==> src/rtl/mamr_regs.svh <==
// What this block does
// - writable addresses and type steer frame matching
// - hash filter low word holds bits 31:0
// - hash filter high word holds bits 63:32
// - low word bit 0 marks multicast address
// - bit 0 compares first received byte lsb
// - high register bits 15:0 hold address 47:32
// - reserved bits 31:16 read back as zero
// - type register holds 16-bit type/length compare
`ifndef MAMR_REGS_SVH
`define MAMR_REGS_SVH

// byte offsets on the register bus
`define MAMR_HASH_LOW_OFS      8'h90
`define MAMR_HASH_HIGH_OFS     8'h94
`define MAMR_ADDR1_LOW_OFS     8'h98
`define MAMR_ADDR1_HIGH_OFS    8'h9C
`define MAMR_ADDR2_LOW_OFS     8'hA0
`define MAMR_ADDR2_HIGH_OFS    8'hA4
`define MAMR_ADDR3_LOW_OFS     8'hA8
`define MAMR_ADDR3_HIGH_OFS    8'hAC
`define MAMR_ADDR4_LOW_OFS     8'hB0
`define MAMR_ADDR4_HIGH_OFS    8'hB4
`define MAMR_TYPE_OFS          8'hB8
`define MAMR_STATUS_OFS        8'hBC

// register indices, offset minus base, divided by four
`define MAMR_HASH_LOW_IDX      4'h0
`define MAMR_HASH_HIGH_IDX     4'h1
`define MAMR_ADDR1_LOW_IDX     4'h2
`define MAMR_ADDR1_HIGH_IDX    4'h3
`define MAMR_ADDR2_LOW_IDX     4'h4
`define MAMR_ADDR2_HIGH_IDX    4'h5
`define MAMR_ADDR3_LOW_IDX     4'h6
`define MAMR_ADDR3_HIGH_IDX    4'h7
`define MAMR_ADDR4_LOW_IDX     4'h8
`define MAMR_ADDR4_HIGH_IDX    4'h9
`define MAMR_TYPE_IDX          4'hA
`define MAMR_STATUS_IDX        4'hB
`define MAMR_NUM_RW            11

// field masks, reset value and bus answers
`define MAMR_HALF_MASK         32'h0000_FFFF
`define MAMR_FULL_MASK         32'hFFFF_FFFF
`define MAMR_RESET_VAL         32'h0000_0000
`define MAMR_ALL_STRB          4'hF
`define MAMR_WORD_ALIGN        2'h0
`define MAMR_RESP_OKAY         2'h0
`define MAMR_RESP_SLVERR       2'h2

`endif

==> src/rtl/mamr_pkg.sv <==
package mamr_pkg;

   typedef logic [7:0] mamr_addr_t;
   typedef logic [3:0] mamr_idx_t;

   // header fields of a received frame, offered by the receive path
   typedef struct packed {
      logic [47:0] da;         // first received byte in bits 7:0
      logic        da_valid;   // one-cycle strobe
      logic [15:0] len_type;
      logic        type_valid; // one-cycle strobe
   } mamr_rx_hdr_s;

   // result of the comparisons
   typedef struct packed {
      logic [3:0] da_hit;
      logic       da_done;
      logic       type_hit;
      logic       type_done;
   } mamr_match_s;

   // one programmed station address
   typedef struct packed {
      logic [15:0] high;
      logic [31:0] low;
   } mamr_station_s;

endpackage

==> src/rtl/mamr_addr_cmp.sv <==
module mamr_addr_cmp
   import mamr_pkg::*;
(
   input  wire mamr_station_s i_station,
   input  wire logic [47:0]   i_da,
   output logic               o_hit,
   output logic               o_group_ok
);

   // group bit compared on its own; the top only ANDs it into da_hit, so a kind mismatch shows as a plain miss
   assign o_group_ok = (i_station.low[0] == i_da[0]);
   // exact compare of every bit; a partial match never counts
   assign o_hit = o_group_ok && ({i_station.high, i_station.low} == i_da);

endmodule

==> src/rtl/mamr_top.sv <==
// Design decision made here: register access over AXI4-Lite.
`include "mamr_regs.svh"

module mamr_top
   import mamr_pkg::*;
(
   input  wire logic         i_sys_clk,
   input  wire logic         i_reset,
   // axi4-lite write address
   input  wire logic         i_awvalid,
   output logic              o_awready,
   input  wire mamr_addr_t   i_awaddr,
   input  wire logic [2:0]   i_awprot,
   // axi4-lite write data
   input  wire logic         i_wvalid,
   output logic              o_wready,
   input  wire logic [31:0]  i_wdata,
   input  wire logic [3:0]   i_wstrb,
   // axi4-lite write response
   output logic              o_bvalid,
   input  wire logic         i_bready,
   output logic [1:0]        o_bresp,
   // axi4-lite read address
   input  wire logic         i_arvalid,
   output logic              o_arready,
   input  wire mamr_addr_t   i_araddr,
   input  wire logic [2:0]   i_arprot,
   // axi4-lite read data
   output logic              o_rvalid,
   input  wire logic         i_rready,
   output logic [31:0]       o_rdata,
   output logic [1:0]        o_rresp,
   // receive path
   input  wire mamr_rx_hdr_s i_rx,
   output mamr_match_s       o_match,
   output logic [3:0]        o_station_group,
   output logic [63:0]       o_hash_filter
);

   // register file and bus state
   logic [31:0]   regs        [0:`MAMR_NUM_RW-1];
   logic [31:0]   next_regs   [0:`MAMR_NUM_RW-1];
   logic          aw_held;
   logic          next_aw_held;
   mamr_addr_t    aw_addr;
   mamr_addr_t    next_aw_addr;
   logic          w_held;
   logic          next_w_held;
   logic [31:0]   w_data;
   logic [31:0]   next_w_data;
   logic [3:0]    w_strb;
   logic [3:0]    next_w_strb;
   logic          next_awready;
   logic          next_wready;
   logic          next_bvalid;
   logic [1:0]    next_bresp;
   logic          next_arready;
   logic          next_rvalid;
   logic [31:0]   next_rdata;
   logic [1:0]    next_rresp;
   mamr_match_s   next_match;
   logic [3:0]    next_station_group;
   logic [3:0]    cmp_hit;
   logic [3:0]    cmp_group_ok;
   logic          wr_fire;
   mamr_idx_t     wr_idx;
   mamr_idx_t     rd_idx;

   // protection bits carry nothing for this block
   logic          prot_unused;
   assign prot_unused = ^{i_awprot, i_arprot};

   // an offset hits when aligned and inside the window
   function automatic logic reg_hit(input mamr_addr_t addr);
      reg_hit = (addr[1:0] == `MAMR_WORD_ALIGN) && (addr >= `MAMR_HASH_LOW_OFS)
                && (addr <= `MAMR_STATUS_OFS);
   endfunction

   // word index relative to the first register
   function automatic mamr_idx_t reg_idx(input mamr_addr_t addr);
      mamr_addr_t diff;
      diff    = addr - `MAMR_HASH_LOW_OFS;
      reg_idx = diff[5:2];
   endfunction

   // halfword registers keep their upper bits at zero
   function automatic logic [31:0] reg_mask(input mamr_idx_t idx);
      if (idx inside {`MAMR_ADDR1_HIGH_IDX, `MAMR_ADDR2_HIGH_IDX, `MAMR_ADDR3_HIGH_IDX,
                      `MAMR_ADDR4_HIGH_IDX, `MAMR_TYPE_IDX}) begin
         reg_mask = `MAMR_HALF_MASK;
      end else begin
         reg_mask = `MAMR_FULL_MASK;
      end
   endfunction

   // byte lanes not strobed keep their old contents
   function automatic logic [31:0] apply_strb(input logic [31:0] old_val,
                                              input logic [31:0] new_val,
                                              input logic [3:0]  strb);
      logic [31:0] res;
      res = old_val;
      for (int b = 0; b < 4; b++) begin
         if (strb[b]) begin
            res[b*8 +: 8] = new_val[b*8 +: 8];
         end
      end
      apply_strb = res;
   endfunction

   assign wr_fire = aw_held && w_held && !o_bvalid;
   assign wr_idx  = reg_idx(aw_addr);
   assign rd_idx  = reg_idx(i_araddr);

   // address and data are taken in either order; the write lands once both are held
   always_comb begin
      next_aw_held = aw_held;
      next_aw_addr = aw_addr;
      next_w_held  = w_held;
      next_w_data  = w_data;
      next_w_strb  = w_strb;
      next_bvalid  = o_bvalid;
      next_bresp   = o_bresp;
      for (int r = 0; r < `MAMR_NUM_RW; r++) begin
         next_regs[r] = regs[r];
      end
      if (o_awready && i_awvalid) begin
         next_aw_held = 1'b1;
         next_aw_addr = i_awaddr;
      end
      if (o_wready && i_wvalid) begin
         next_w_held = 1'b1;
         next_w_data = i_wdata;
         next_w_strb = i_wstrb;
      end
      if (o_bvalid && i_bready) begin
         next_bvalid = 1'b0;
      end
      if (wr_fire) begin
         next_aw_held = 1'b0;
         next_w_held  = 1'b0;
         next_bvalid  = 1'b1;
         if (!reg_hit(aw_addr)) begin
            next_bresp = `MAMR_RESP_SLVERR;
         end else begin
            next_bresp = `MAMR_RESP_OKAY;
            // status is read-only; a write there is accepted and dropped
            if (wr_idx != `MAMR_STATUS_IDX) begin
               next_regs[wr_idx] = apply_strb(regs[wr_idx], w_data, w_strb)
                                   & reg_mask(wr_idx);
            end
         end
      end
      // each channel stays closed while its half waits or a response is pending
      next_awready = !next_aw_held && !next_bvalid;
      next_wready  = !next_w_held && !next_bvalid;
   end

   // write group registers; everything clears to zero
   always_ff @(posedge i_sys_clk) begin
      if (i_reset) begin
         aw_held   <= 1'b0;
         aw_addr   <= '0;
         w_held    <= 1'b0;
         w_data    <= `MAMR_RESET_VAL;
         w_strb    <= '0;
         o_awready <= 1'b0;
         o_wready  <= 1'b0;
         o_bvalid  <= 1'b0;
         o_bresp   <= `MAMR_RESP_OKAY;
         for (int r = 0; r < `MAMR_NUM_RW; r++) begin
            regs[r] <= `MAMR_RESET_VAL;
         end
      end else begin
         aw_held   <= next_aw_held;
         aw_addr   <= next_aw_addr;
         w_held    <= next_w_held;
         w_data    <= next_w_data;
         w_strb    <= next_w_strb;
         o_awready <= next_awready;
         o_wready  <= next_wready;
         o_bvalid  <= next_bvalid;
         o_bresp   <= next_bresp;
         for (int r = 0; r < `MAMR_NUM_RW; r++) begin
            regs[r] <= next_regs[r];
         end
      end
   end

   // one read at a time; arready reopens the cycle after the data is taken
   always_comb begin
      next_rvalid = o_rvalid;
      next_rdata  = o_rdata;
      next_rresp  = o_rresp;
      if (o_rvalid && i_rready) begin
         next_rvalid = 1'b0;
      end
      if (o_arready && i_arvalid) begin
         next_rvalid = 1'b1;
         next_rresp  = `MAMR_RESP_OKAY;
         if (!reg_hit(i_araddr)) begin
            next_rresp = `MAMR_RESP_SLVERR;
            next_rdata = `MAMR_RESET_VAL;
         end else if (rd_idx == `MAMR_STATUS_IDX) begin
            next_rdata = {27'h000_0000, o_match.type_hit, o_match.da_hit};
         end else begin
            next_rdata = regs[rd_idx] & reg_mask(rd_idx);
         end
      end
      next_arready = !next_rvalid;
   end

   // read group registers
   always_ff @(posedge i_sys_clk) begin
      if (i_reset) begin
         o_arready <= 1'b0;
         o_rvalid  <= 1'b0;
         o_rdata   <= `MAMR_RESET_VAL;
         o_rresp   <= `MAMR_RESP_OKAY;
      end else begin
         o_arready <= next_arready;
         o_rvalid  <= next_rvalid;
         o_rdata   <= next_rdata;
         o_rresp   <= next_rresp;
      end
   end

   // four station compares, each on its own low/high pair
   for (genvar s = 0; s < 4; s++) begin : g_cmp
      mamr_addr_cmp u_cmp (
         .i_station  ({regs[2*s+3][15:0], regs[2*s+2]}),
         .i_da       (i_rx.da),
         .o_hit      (cmp_hit[s]),
         .o_group_ok (cmp_group_ok[s])
      );
   end

   // results hold until the next strobe of their kind; done flags pulse
   always_comb begin
      next_match           = o_match;
      next_match.da_done   = i_rx.da_valid;
      next_match.type_done = i_rx.type_valid;
      if (i_rx.da_valid) begin
         next_match.da_hit = cmp_hit & cmp_group_ok;
      end
      if (i_rx.type_valid) begin
         next_match.type_hit = (i_rx.len_type == regs[`MAMR_TYPE_IDX][15:0]);
      end
      // group bit of each low word tells unicast from multicast entries
      for (int s = 0; s < 4; s++) begin
         next_station_group[s] = regs[2*s+2][0];
      end
   end

   // match group registers
   always_ff @(posedge i_sys_clk) begin
      if (i_reset) begin
         o_match         <= '0;
         o_station_group <= '0;
      end else begin
         o_match         <= next_match;
         o_station_group <= next_station_group;
      end
   end

   // the hash bits leave as one 64-bit vector for the hash lookup
   assign o_hash_filter = {regs[`MAMR_HASH_HIGH_IDX], regs[`MAMR_HASH_LOW_IDX]};
endmodule

==> config.mk <==
export PLATFORM = sky130hd
export DESIGN_NAME = mamr_top
export DESIGN_NICKNAME = d
export VERILOG_FILES = /design/src/rtl/mamr_pkg.sv /design/src/rtl/mamr_addr_cmp.sv /design/src/rtl/mamr_top.sv
export VERILOG_INCLUDE_DIRS = /design/src /design/src/rtl
export SDC_FILE = /design/constraint.sdc
export NUM_CORES = 1
export LEC_CHECK = 0
export BUFFER_PORTS_ARGS = -buffer_cell sky130_fd_sc_hd__buf_2
export CORE_UTILIZATION = 35
export CTS_CLUSTER_SIZE = 8
export DETAILED_ROUTE_END_ITERATION = 10
export GPL_ROUTABILITY_DRIVEN = 0
export PLACE_DENSITY = 0.63
export SYNTH_ARGS = -nofsm -noshare
export SYNTH_HDL_FRONTEND = slang
export SYNTH_SLANG_ARGS = --single-unit
==> constraint.sdc <==
create_clock -name i_sys_clk -period 2.3 [get_ports i_sys_clk]
set_input_delay 0.115 -clock i_sys_clk [delete_from_list [all_inputs] [get_ports i_sys_clk]]
set_output_delay 0.115 -clock i_sys_clk [all_outputs]
set_load 0.005 [all_outputs]
==> results of run 1 <==
-- worst max-delay path: stages, from the launching register on --
cell and delay (ns):
dfxtp_4 0.38, buf_6 0.16, or3b_4 0.42, a211oi_4 0.27
buf_12 0.15, buf_12 0.11, and3_4 0.31, nor2_4 0.09
clkbuf_16 0.19, and2_4 0.13
-- worst paths after layout --
check	cells after the start	endpoint	startpoint	slack, ns
max	9	regs[7][21]	aw_addr[2]	-0.05
min	4	aw_addr[1]	i_awvalid	0.02
max reg2reg	9	regs[7][21]	aw_addr[2]	-0.05
min reg2reg	2	o_rdata[8]	o_rdata[8]	0.44
-- synth_stat cells (25+ instances only) --
| cell type | instances | area share |
|---|---|---|
| mux2i_1 | 125 | 0.054 |
| nand2_1 | 293 | 0.048 |
| and2_1 | 83 | 0.023 |
| buf_2 | 70 | 0.015 |
| xnor2_1 | 123 | 0.047 |
| dfxtp_1 | 448 | 0.39 |
| nand3_1 | 54 | 0.012 |
| a32o_1 | 45 | 0.020 |
| o211ai_1 | 32 | 0.010 |
| o32ai_1 | 33 | 0.013 |
| nor2b_1 | 25 | 0.0068 |
| nand4_1 | 37 | 0.010 |
| inv_1 | 51 | 0.0083 |
| clkbuf_1 | 121 | 0.020 |
| xor2_1 | 53 | 0.020 |
| mux4_2 | 74 | 0.072 |
| o21ai_0 | 232 | 0.050 |
| a22o_1 | 38 | 0.014 |
| a21oi_1 | 139 | 0.030 |
| nor2_1 | 102 | 0.017 |
| nor4_1 | 28 | 0.0076 |
-- timing repair --
action | CTS | global route
setup endpoints to repair | 135 | 276
hold buffers | 58 | 0
pin swaps | 1 | 46
gates resized for setup | 13 | 136
gates cloned | 1 | 17
endpoints found under the hold margin | 63 | 0
buffers inserted | 2 | 34
-- cell type report --
type,instances,area share
well taps,855,0.03589
repair buffers,538,0.1519
clock inverters,6,0.003232
multi-input cells,1797,0.4431
inverters,51,0.006591
clock buffers,74,0.05785
diodes,2,0.0001679
flip-flops and latches,448,0.3013
-- per-stage QoR --
step | worst slack (ns) | util | setup TNS [ns] | cells
5_1_grt | -0.08999 | 0.4607 | -3.460 | 3771
6_report | -0.05321 | 0.4607 | -1.035 | 3771
2_1_floorplan | 0.005713 | - | 0 | 2525
3_5_place_dp | -0.1478 | 0.4049 | -2.647 | 3579
3_3_place_gp | -0.1028 | 0.4049 | -1.370 | 3579
4_1_cts | -0.001829 | 0.4433 | -0.001829 | 3720
-- registers in the layout (all words and copies together), names as in the netlist, 4 cells and up --
signal,flops
o_station_group,4
o_match,7
w_strb,4
w_data,32
aw_addr,8
o_rdata,32
regs,352
-- power groups by stage --
stage / Clock, uW / Sequential [uW] / Combinational (uW)
6_report: 9030 / 7890 / 2280
5_1_grt: 9400 / 7880 / 2330
4_1_cts: 9080 / 7890 / 2060
3_5_place_dp: 0 / 8040 / 1960
3_3_place_gp: 0 / 8040 / 1950
2_1_floorplan: 0 / 8010 / 1020
-- routing by layer --
layer,vias up,global-route usage,routed length (um)
met4,4,0.1788,7678
met5,-,0,26
met3,373,0.07424,13260
met2,1708,0.4053,41800
met1,10810,0.4056,41820
li1,9923,-,-
-- kinds of logic (layout without fill, tap and decap cells) --
kind of cell | Yosys count | count (layout) | synth area share
flops | 448 | 448 | 0.3894
simple gates | 712 | 712 | 0.1498
xor+xnor | 176 | 176 | 0.06693
fa+ha+maj | 8 | 8 | 0.004347
mux | 213 | 213 | 0.1335
buf+inv | 280 | 669 | 0.05520
other cells | 1 | 4 | 0.0001628
compound gates | 686 | 686 | 0.2006
==> results_dict.tcl, run 1 <==
set metrics [dict create \
    grt_first_pass_wirelength_um 143900 \
    crit_fanout 8 \
    fmax_ghz 0.4250 \
    postSynthCellCount 2524 \
    ant_nets 0 \
    drcViolationCount 0 \
    syn_avg_cell_area_sq_um 9.124 \
    setup_ws_ns -0.05321 \
    power_density_mw_per_mm2 644.1 \
    wl_per_cell_um 27.73 \
    worstHoldPathType "input pin to flop" \
    clock_path_buffers 3 \
    htreeDepth 3 \
    first_pass_iters 6 \
    sw_frac_of_total 0.2675 \
    combPwrFrac 0.119 \
    min_period_ns 2.353 \
    dp_hpwl_um 74980 \
    rsz0062_at_grt "yes" \
    antenna_found_initial 4 \
    final_common_cell "dfxtp_1" \
    finalClockSkew_ns 0.03392 \
    clk_pin_slew_ns 0.05 \
    pwr-share-seq 0.411 \
    worstSetupPathType "flop to flop" \
    startpoint_type "flop" \
    cts-root-buf "clkbuf_16" \
    ys_ff_latch 448 \
    total_power_uw 19200 \
    die_y_um 258.5 \
    ios 247 \
    pwr-share-clk 0.471 \
    final_nets 3041 \
    num_rows 93 \
    start_util 0.3560 \
    synth_edf_count 0 \
    initialDrtViolationCount 3438 \
    design_area_sq_mm 0.02981 \
    vias_per_cell 6.052 \
    grt_usage 0.2931 \
    hold_ws_ns 0.02192 \
    drive_gt1_frac 0.2563 \
    ys_warn_count 0 \
    synth-async-reset-ratio 0 \
    setup_violations 54 \
    violations "negative setup slack" \
    p_leak_uw 0.01144 \
    cts_sinks 448 \
    fillCellCount 6261 \
    synth_cell_types 72 \
    io_buffers 238 \
    area_growth_pct 29.43 \
    cts_tree "done" \
    die_width_um 258.5 \
    dieArea_sq_mm 0.06683 \
    status "finished with violations" \
    slew_headroom 0.4138 \
    synth_flop_cell "dfxtp_1" \
    num_vias 22820 \
    period_share 1.023 \
    clk-insertion-delay-late_ns 0.62 \
    routed_wl_um 104600 \
    grt_max_degree 51 \
    area.sequential_sq_mm 0.008981 \
    p_int_uw 14060 \
    irDropWorstVdd_mv 0.4420 \
    worst_slew_pin_slew_ns 0.8700 \
    syn_area_sq_mm 0.02303 \
    p_sw_uw 5136 \
    grt_pass1_vias 20740 \
    core-area_sq_mm 0.06470 \
    arrival_ns 2.84 \
    cap_violations 0 \
    hold_violations 0 \
    overflow 0 \
    cts_made_buffers 66 \
    synth_seq_area_share 0.3894 \
    final_cell_mix "444 x dfxtp_1, 291 x nand2_1, 235 x buf_2" \
    drv_slew 0 \
    required_ns 2.79 \
    cp-end-kind "flop" \
    multi_input_area_sq_mm 0.01321 \
    placed_cell_area_sq_mm 0.02620 \
]
No activity file was read; power rests on OpenSTA's default activity.
==> inputs of run 2 (changes only) <==
BUFFER_PORTS_ARGS = -buffer_cell sky130_fd_sc_hd__clkbuf_2   (was -buffer_cell sky130_fd_sc_hd__buf_2)
==> results_dict.tcl, run 2 (same netlist as run 1, synthesis figures left out) <==
set metrics [dict create \
    status "finished with violations" \
    violations "negative setup slack" \
    largestRegisters "regs (352), o_rdata (32), w_data (32)" \
    holdPathStages 3 \
    route.met2.wl_um 42510 \
    dp_hpwl_um 75340 \
    num_rows 93 \
    min_period_ns 2.369 \
    ff2ff_path_depth 9 \
    drt-met1-wl_um 41400 \
    cts_made_buffers 66 \
    setup_ws_ns -0.06870 \
    fillCellCount 6235 \
    rsz0062_at_grt "yes" \
    fmax_ghz 0.4222 \
    final_common_cell "dfxtp_1" \
    crit_path_max_incr_delay_ns 0.40 \
    cts_sinks 448 \
    rrSetupSlack_ns -0.07 \
    total_power_uw 19240 \
    worst_slew_pin_slew_ns 0.8436 \
    die_width_um 258.5 \
    cts-root-buf "clkbuf_16" \
    grt_max_degree 67 \
    overflow 0 \
    cp-end-kind "flop" \
    clk-insertion-delay-late_ns 0.60 \
    period_share 1.030 \
    cp_cell_sequence "buf_4, or3b_4, a211oi_4, buf_6, buf_8, and3_4, clkbuf_16, o21ai_0, nor2_1" \
    layout.cells.non_filler 3781 \
    worstHoldPathType "input pin to flop" \
    reg2reg_to "regs[6][5]" \
    placed_cell_area_sq_mm 0.02622 \
    setup_tns_ns -0.3882 \
    dieArea_sq_mm 0.06683 \
    irDropWorstVdd_mv 0.4270 \
    cts_tree "done" \
    hold_violations 0 \
    clock_path_buffers 3 \
    slew_headroom 0.4316 \
    grt_first_pass_wirelength_um 144000 \
    required_ns 2.84 \
    core-area_sq_mm 0.06470 \
    htreeDepth 3 \
    top_register "regs" \
    worstSetupPathType "flop to flop" \
    finalClockSkew_ns 0.02369 \
    area_growth_pct 29.77 \
    drive_gt1_frac 0.2556 \
    initialDrtViolationCount 3625 \
    area.sequential_sq_mm 0.008981 \
    grt_pass1_vias 20720 \
    final_nets 3051 \
    first_pass_iters 6 \
    largest_register_ffs 352 \
    num_vias 22780 \
    routed_wl_um 104500 \
    clk_pin_slew_ns 0.06 \
    start_util 0.3560 \
    drcViolationCount 0 \
    arrival_ns 2.91 \
    design_area_sq_mm 0.02989 \
    p_leak_uw 0.01141 \
    die_y_um 258.5 \
    min_from "i_awvalid" \
    multi_input_area_sq_mm 0.01319 \
    timing.rr.start "aw_addr[3]" \
    ant_nets 0 \
    setup_violations 24 \
    final_cell_mix "444 x dfxtp_1, 291 x nand2_1, 235 x clkbuf_2" \
    ios 247 \
    antenna_found_initial 4 \
    grt_usage 0.2928 \
    power_density_mw_per_mm2 643.6 \
    io_buffers 238 \
    wl_per_cell_um 27.65 \
    cap_violations 0 \
    dp_cells 3589 \
    drv_slew 0 \
    vias_per_cell 6.024 \
    highest_layer "met4" \
    crit_fanout 7 \
    startpoint_type "flop" \
    final_core_util 0.4619 \
    wl_met3_um 13170 \
    worstHoldEndpoint "o_awready" \
    slowest_stage "or3b_4" \
]
[run 2: cell types whose count changed in the layout (fill, tap and decap cells not counted), sizes merged]
| cell | before | now |
|---|---|---|
| clkbuf | 88 | 330 |
| buf | 465 | 234 |
| clkinv | 3 | 0 |
| dlygate4sd3 | 58 | 61 |
| a221o | 7 | 8 |
| bufbuf | 1 | 0 |
| bufinv | 1 | 0 |
| diode | 2 | 3 |
| inv | 53 | 52 |
[run 2: routing by layer]
| layer | up-vias | global-route usage |
|---|---|---|
| li1 | 9947 | - |
| met1 | 10840 | 0.3977 |
| met2 | 1649 | 0.4196 |
| met3 | 343 | 0.07561 |
| met4 | 0 | 0.1644 |
| met5 | - | 0 |
[run 2: worst max path at each step]
| stage | from | end | slack [ns] | depth (start not counted) |
|---|---|---|---|---|
| final | aw_addr[3] | regs[6][5] | -0.07 | 9 |
| after global routing | aw_addr[4] | regs[6][5] | -0.12 | 10 |
| after detailed placement | aw_addr[4] | regs[0][17] | -0.14 | 9 |
| after floorplan | aw_addr[4] | regs[4][24] | 0.006 | 9 |
| after global placement | aw_addr[4] | regs[0][28] | -0.11 | 9 |
| after CTS | aw_addr[4] | regs[2][14] | -0.05 | 12 |
[run 2: repair_timing]
| item | in CTS | in global routing |
|---|---|---|
| gates cloned | 4 | 19 |
| setup endpoints to repair | 235 | 292 |
| buffers inserted | 6 | 23 |
| hold endpoints to repair | 63 | 0 |
| resized for setup | 34 | 134 |
| pin swaps | 1 | 23 |
| hold buffers | 61 | 0 |
[run 2: report_power, final]
part           total, uW  switching (uW)  internal, uW  leakage (uW)
sequential          7890            60.2          7830       0.00362
clock               9060            3580          5480      0.000900
combinational       2290            1420           873       0.00689
[run 2: critical path, delay by kind of cell, from the launching register on]
kind,cells,cell delay [ns]
flops,1,0.37
compound gates,2,0.39
simple gates,3,0.85
buf+inv,4,0.67
[run 2: metrics by stage]
step           hold WS [ns]  worst slack [ns]
6_report            0.02570          -0.06870
5_1_grt             0.08927           -0.1237
4_1_cts            0.005485          -0.05027
3_5_place_dp         0.3445           -0.1400
3_3_place_gp         0.3423           -0.1107
2_1_floorplan        0.2285          0.005713
[run 2: cell type report]
type / count / area share
Multi-Input combinational cell: 1798 / 0.4412
Sequential cell: 448 / 0.3005
Timing Repair Buffer: 547 / 0.1544
Inverter: 51 / 0.006573
Clock buffer: 78 / 0.06100
Antenna cell: 3 / 0.0002512
Clock inverter: 1 / 0.0002931
Tap cell: 855 / 0.03580
